[src/hdl/mas_pkg.sv]
// Constants for the accumulator shift and configuration block.
package mas_pkg;
  // Accumulator and register widths.
  localparam int ACC_W  = 40;
  localparam int BYTE_W = 8;
  localparam int RND_W  = 16;
  localparam int STAT_W = 4;
  localparam int ACC_BYTES = 5;

  // Configuration register field positions.
  localparam int CFG_SHIFT_GO  = 5;
  localparam int CFG_SHIFT_DIR = 4;
  localparam int CFG_CLEAR_ALL = 3;
  localparam int CFG_SAT       = 2;
  localparam int CFG_FRAC      = 1;
  localparam int CFG_MULT_ONLY = 0;

  // Reset values.
  localparam logic [7:0]        CFG_RST  = 8'h00;
  localparam logic [STAT_W-1:0] STAT_RST = 4'h4;
  localparam logic [ACC_W-1:0]  ACC_RST  = 40'h00_0000_0000;
  localparam logic [RND_W-1:0]  RND_RST  = 16'h0000;

  // Rounding thresholds and saturation limits.
  localparam logic [15:0] RND_HALF = 16'h8000;
  localparam logic [15:0] SAT_POS  = 16'h7fff;
  localparam logic [15:0] SAT_NEG  = 16'h8000;
endpackage : mas_pkg

[src/hdl/mas_round.sv]
// Unbiased rounding engine with optional saturation of the 16-bit result.
`timescale 1ns/1ps
module mas_round (
  input  wire logic [39:0] acc,
  input  wire logic        sat_en,
  output logic      [15:0] rnd
);
  logic [15:0] lo;
  logic [15:0] hi;
  logic        up;
  logic [16:0] sum;
  logic        ovf_pos;
  logic        ovf_neg;

  // Round half to even on bits 31..16; bits 15..0 decide the direction.
  assign lo  = acc[15:0];
  assign hi  = acc[31:16];
  assign up  = (lo > mas_pkg::RND_HALF) ||
               ((lo == mas_pkg::RND_HALF) && hi[0]);
  assign sum = {hi[15], hi} + {16'h0000, up};

  // Overflow when the upper bits disagree with the sign of the result.
  assign ovf_pos = !acc[39] && ((acc[38:31] != 8'h00) ||
                                (sum[16] != sum[15]));
  assign ovf_neg = acc[39] && (acc[38:31] != 8'hff);

  // Saturation only replaces the value; without it the sum wraps.
  assign rnd = (sat_en && ovf_pos) ? mas_pkg::SAT_POS :
               (sat_en && ovf_neg) ? mas_pkg::SAT_NEG : sum[15:0];
endmodule : mas_round

[src/hdl/mas_top.sv]
// Configuration register, accumulator shifter and rounding result holder.
// Contract
// - Shift write with direction clear shifts the accumulator left once.
// - Shift result visible two cycles after the write; carries cross bytes.
// - Rounding result refreshes one cycle after the accumulator shift.
// - Back-to-back shift writes each perform their own one-bit shift.
// - Right shifts are arithmetic, filling the top bit with the sign.
// - Shift takes one cycle, rounding one more, then shift bit self-clears.
// - Direction bit zero shifts left, one shifts right, sign from bit 39.
// - Shifts leave every status flag unchanged.
`timescale 1ns/1ps
module mas_top (
  input  wire logic        REF_CLK,
  input  wire logic        RST_N,
  input  wire logic        CFG_WE,
  input  wire logic [4:0]  ACC_WE,
  input  wire logic        STAT_WE,
  input  wire logic [7:0]  SFR_WDATA,
  output logic      [7:0]  CFG_RDATA,
  output logic      [39:0] ACC_Q,
  output logic      [7:0]  STAT_RDATA,
  output logic      [15:0] RND_Q,
  output logic             SAT_EN,
  output logic             FRAC_MODE,
  output logic             MULT_ONLY
);
  logic [7:0]  cfg_q;
  logic [7:0]  cfg_d;
  logic [39:0] acc_q;
  logic [39:0] acc_d;
  logic [3:0]  stat_q;
  logic [3:0]  stat_d;
  logic [15:0] rnd_q;
  logic [15:0] rnd_d;
  logic [15:0] rnd_calc;
  logic        shift_go_q;
  logic        shift_dir_q;
  logic        round_go_q;
  logic        clr_go_q;
  logic        shift_req;
  logic        clr_req;
  logic        acc_wr_any;
  logic [39:0] acc_left;
  logic [39:0] acc_right;
  logic [39:0] acc_bytes;

  // Request decode from a configuration write.
  assign shift_req  = CFG_WE && SFR_WDATA[mas_pkg::CFG_SHIFT_GO];
  assign clr_req    = CFG_WE && SFR_WDATA[mas_pkg::CFG_CLEAR_ALL];
  assign acc_wr_any = |ACC_WE;

  // left shift: the whole word moves so carries cross byte edges.
  assign acc_left  = {acc_q[38:0], 1'b0};
  // arithmetic right: bit 39 is copied into the vacated position.
  assign acc_right = {acc_q[39], acc_q[39:1]};

  // Byte lanes for direct accumulator loads by software.
  genvar gi;
  generate
    for (gi = 0; gi < mas_pkg::ACC_BYTES; gi++) begin : g_lane
      assign acc_bytes[gi*8 +: 8] = ACC_WE[gi] ? SFR_WDATA
                                               : acc_q[gi*8 +: 8];
    end
  endgenerate

  // Next accumulator: clear-all beats loads, loads beat a pending shift.
  always_comb begin
    acc_d = acc_q;
    if (clr_go_q) begin
      acc_d = mas_pkg::ACC_RST;
    end else if (acc_wr_any) begin
      acc_d = acc_bytes;
    end else if (shift_go_q) begin
      acc_d = shift_dir_q ? acc_right : acc_left;
    end
  end

  // Next configuration: self-clearing bits drop once their work is done.
  always_comb begin
    cfg_d = cfg_q;
    if (round_go_q && !shift_go_q) begin
      // shift bit clears after the rounding cycle.
      cfg_d[mas_pkg::CFG_SHIFT_GO] = 1'b0;
    end
    if (clr_go_q) begin
      cfg_d[mas_pkg::CFG_CLEAR_ALL] = 1'b0;
    end
    if (CFG_WE) begin
      // only bits 5..0 store; a write wins over a self-clear.
      cfg_d = {2'b00, SFR_WDATA[5:0]};
    end
  end

  // status only changes by clear-all or a direct software write.
  always_comb begin
    stat_d = stat_q;
    if (STAT_WE) begin
      stat_d = SFR_WDATA[3:0];
    end
    if (clr_go_q) begin
      stat_d = mas_pkg::STAT_RST;
    end
  end

  // rounding result taken one cycle behind the accumulator.
  assign rnd_d = round_go_q ? rnd_calc : rnd_q;

  mas_round u_round (
    .acc    (acc_q),
    .sat_en (cfg_q[mas_pkg::CFG_SAT]),
    .rnd    (rnd_calc)
  );

  // Pipeline strobes: each write makes its own shift pulse.
  always_ff @(posedge REF_CLK or negedge RST_N) begin
    if (!RST_N) begin
      shift_go_q  <= 1'b0;
      shift_dir_q <= 1'b0;
      round_go_q  <= 1'b0;
      clr_go_q    <= 1'b0;
    end else begin
      // one pulse per write, so consecutive writes give two shifts.
      shift_go_q  <= shift_req;
      shift_dir_q <= SFR_WDATA[mas_pkg::CFG_SHIFT_DIR];
      round_go_q  <= shift_go_q || ACC_WE[0];
      clr_go_q    <= clr_req;
    end
  end

  // State registers.
  always_ff @(posedge REF_CLK or negedge RST_N) begin
    if (!RST_N) begin
      cfg_q  <= mas_pkg::CFG_RST;
      acc_q  <= mas_pkg::ACC_RST;
      stat_q <= mas_pkg::STAT_RST;
      rnd_q  <= mas_pkg::RND_RST;
    end else begin
      cfg_q  <= cfg_d;
      acc_q  <= acc_d;
      stat_q <= stat_d;
      rnd_q  <= rnd_d;
    end
  end

  // Read-back and mode outputs, all straight from flip-flops.
  assign CFG_RDATA  = cfg_q;
  assign ACC_Q      = acc_q;
  assign STAT_RDATA = {4'h0, stat_q};
  assign RND_Q      = rnd_q;
  assign SAT_EN     = cfg_q[mas_pkg::CFG_SAT];
  assign FRAC_MODE  = cfg_q[mas_pkg::CFG_FRAC];
  assign MULT_ONLY  = cfg_q[mas_pkg::CFG_MULT_ONLY];
endmodule : mas_top

[config.mk]
export PLATFORM = sky130hd
export DESIGN_NAME = mas_top
export DESIGN_NICKNAME = d
export VERILOG_FILES = /design/src/hdl/mas_pkg.sv /design/src/hdl/mas_round.sv /design/src/hdl/mas_top.sv
export SDC_FILE = /design/constraint.sdc
export NUM_CORES = 1
export LEC_CHECK = 0
export ABC_AREA = 1
export BUFFER_PORTS_ARGS = -buffer_cell sky130_fd_sc_hd__buf_4
export CORE_ASPECT_RATIO = 0.5
export CORE_UTILIZATION = 40
export CTS_BUF_LIST = sky130_fd_sc_hd__clkbuf_8
export CTS_CLUSTER_DIAMETER = 30
export DETAILED_ROUTE_END_ITERATION = 12
export SYNTH_ARGS = -nofsm -noshare
export SYNTH_HDL_FRONTEND = slang
export SYNTH_SLANG_ARGS = --single-unit
[constraint.sdc]
create_clock -name REF_CLK -period 4.9 [get_ports REF_CLK]
set_input_delay 0.49 -clock REF_CLK [delete_from_list [all_inputs] [get_ports REF_CLK]]
set_output_delay 0.49 -clock REF_CLK [all_outputs]
set_load 0.05 [all_outputs]
==> results.sh <==
export IMPL_status="completed"
export IMPL_clk_latency_ps=350
export IMPL_finalCritPeriodShare_pct=48.2
export IMPL_endpoint_kind="flop"
export IMPL_cp_required_ps=5140
export IMPL_reg2regPathDepth=13
export IMPL_worst_setup_path_type="flop to flop"
export IMPL_core_rowCount=25
export IMPL_maxCapViolCount=0
export IMPL_clkTransAtPathRegs_ps=80
export IMPL_finalMaxSlewViolations=0
export IMPL_synth_cells=559
export IMPL_die_h_um=73.9
export IMPL_fmax_mhz=423
export IMPL_crit_slowest_cell="dfrtp_1"
export IMPL_synth_top_cell_area_share_pct=41.7
export IMPL_layout_drive_gt1_share_pct=21.3
export IMPL_cts_sinks=70
export IMPL_n_fill_cell=1002
export IMPL_crit_cells=13
export IMPL_wl_per_cell_um=15.3
export IMPL_r2r_end="RND_Q[6]"
export IMPL_grt_pass1_vias=3517
export IMPL_setup_viol=0
export IMPL_ys_seq_area_share_pct=42.3
export IMPL_max_slew_margin_pct=38.1
export IMPL_wl_met1_um=5880
export IMPL_pwr_density_cell_nw_per_um2=388
export IMPL_yosys_register_bits=70
export IMPL_core_area_um2=9730
export IMPL_crit_top_cell="nand2_1"
export IMPL_grt_start_max_net_pins=71
export IMPL_dp_hpwl_um=8170
export IMPL_synth_cell_types=34
export IMPL_dieArea_um2=10800
export IMPL_wl_met3_um=815
export IMPL_rsz0062_at_grt="no"
export IMPL_io_pins=92
export IMPL_yosys_top_cells_area="dfrtp_1 (42%), nand2_1 (14%), nand3_1 (7.6%), o21ai_0 (7.6%), inv_1 (5.1%)"
export IMPL_drt_iter0_drc=283
export IMPL_cp_start_kind="flop"
export IMPL_cts_tree="done"
export IMPL_cts_buffers=9
export IMPL_synthToLayoutAreaGrowth_pct=21.0
export IMPL_nNetsFinal=648
export IMPL_timing_rr_start="ACC_Q[16]"
export IMPL_finClkSkew_ps=9.18
export IMPL_tns_ps=0
export IMPL_routed_wl_um=11700
export IMPL_syn_mean_instance_area_um2=7.41
export IMPL_cts_root_buf="clkbuf_8"
export IMPL_synth_edff_count=0
export IMPL_ant_nets=0
export IMPL_worstPathMaxFanout=16
export IMPL_synth_area_um2=4140
export IMPL_r2r_setup_slack_ps=2540
export IMPL_gr_total_overflow=0
export IMPL_antenna_cells=0
export IMPL_post_cts_resized=0
export IMPL_hold_viol=0
export IMPL_viasPerCell=5.11
export IMPL_period_minus_slack_ps=2360
export IMPL_holdBufCountCts=0
export IMPL_grt_pass1_wl_um=19200
export IMPL_p_leak_nw=2.41
export IMPL_globalplace_congestion=0.855
export IMPL_yosysTopAreaCell="dfrtp_1"
export IMPL_irDropWorstVdd_mv=0.156
export IMPL_firstDrtPassIters=6
export IMPL_ys_flop_type="dfrtp_1"
export IMPL_hold_class="primary input to async pin"
export IMPL_wl_met2_um=4950
export IMPL_hold_ws_ps=256
export IMPL_clockBufferDepth=2
export IMPL_vias=3930
export IMPL_antenna_found_initial=0
export IMPL_max_stage_delay_ps=540
export IMPL_crit_buf_inv=0
export IMPL_synth_most_common_cell="nand2_1"
export IMPL_yosys_warnings=0
export IMPL_h_tree_depth=3
export IMPL_cts_setup_buffers=0
export IMPL_arrival_ps=2600
export IMPL_path_cells="nor3_1, a31oi_1, ha_1, ha_1, nand3_1, nor2_1, nand2_1, nand2_2, nand2_2, nand2_4, nand2_1, nand2_1, nand2_1"
export IMPL_initial_core_util_pct=42.6
export IMPL_synthTopCellsByCount="nand2_1 (149), dfrtp_1 (69), nand3_1 (63), o21ai_0 (63), inv_1 (56)"
export IMPL_async_flop_share_pct=100
export IMPL_drc=0
export IMPL_grtUsageTotal_pct=23.2
export IMPL_die_x_um=146
export IMPL_top_layer="met4"
export IMPL_io_buffers=85
export IMPL_tightest_slew_ps=928
export IMPL_critical_path_top_delay_family="simple AND/OR/NAND/NOR gates"
## cells by family (layout without fill, tap and decap cells)
kind of cell	after synthesis	in the layout	share of synthesized area [%]
AOI/OAI and AO/OA	120	120	17.5
adders and majority gates	2	2	0.604
buffers and inverters	94	164	10.5
DFF	70	70	42.3
other	1	6	0.0906
and+or+nand+nor	272	272	29.0
## cell usage in the layout, fill, tap and decap left out, types with 6 or more instances in the layout
master	instances
dfrtp_1	69
nand2_2	9
conb_1	6
buf_4	87
o21ai_0	63
clkbuf_8	9
a21oi_1	7
o211ai_1	26
nand3_1	63
nand2_1	149
nor2_1	32
inv_1	56
nand4_1	6
## layout make-up
| class | instances | area (um^2) | share of cell area (%) |
|---|---|---|---|
| Clock buffer | 9 | 124 | 2.47 |
| Tap cell | 135 | 169 | 3.37 |
| Multi-Input combinational cell | 400 | 1970 | 39.3 |
| Inverter | 61 | 229 | 4.57 |
| Sequential cell | 70 | 1750 | 35.0 |
| Timing Repair Buffer | 87 | 653 | 13.0 |
| Clock inverter | 7 | 113 | 2.25 |
## registers in the layout, indices dropped and copies added, names as in the netlist
| name | flops |
|---|---|
| shift_go_q | 1 |
| RND_Q | 16 |
| CFG_RDATA | 6 |
| clr_go_q | 1 |
| stat_q | 4 |
| round_go_q | 1 |
| ACC_Q | 40 |
| shift_dir_q | 1 |
## worst max-delay path by stage
stage | start | end
3_3_place_gp | ACC_WE[3] | ACC_Q[20]
2_1_floorplan | ACC_Q[13] | RND_Q[11]
5_1_grt | ACC_Q[5] | RND_Q[8]
6_report | ACC_Q[16] | RND_Q[6]
4_1_cts | ACC_Q[16] | RND_Q[6]
3_5_place_dp | ACC_WE[3] | ACC_Q[4]
## per-stage QoR
stage	area, um^2	total power, mW	utilization [%]	setup WS [ps]	instances
after detailed placement	4770	1.39	49.1	2390	753
after CTS	5010	1.96	51.5	2560	769
final	5010	1.94	51.5	2540	769
after global placement	4770	1.39	49.1	2340	753
after floorplan	4160	1.19	-	2530	564
after global routing	5010	2.04	51.5	2260	769
## routing by layer
layer,vias up,track usage (%)
li1,1977,-
met1,1821,35.0
met2,121,33.7
met3,11,5.34
met4,0,5.50
met5,-,0
## power by group
group          switching [mW]  total (mW)  leakage, nW  internal (mW)
combinational           0.473       0.647         1.43          0.175
clock                   0.230       0.565        0.119          0.335
sequential             0.0798       0.730        0.859          0.650
No activity file was read; power rests on OpenSTA's default activity.
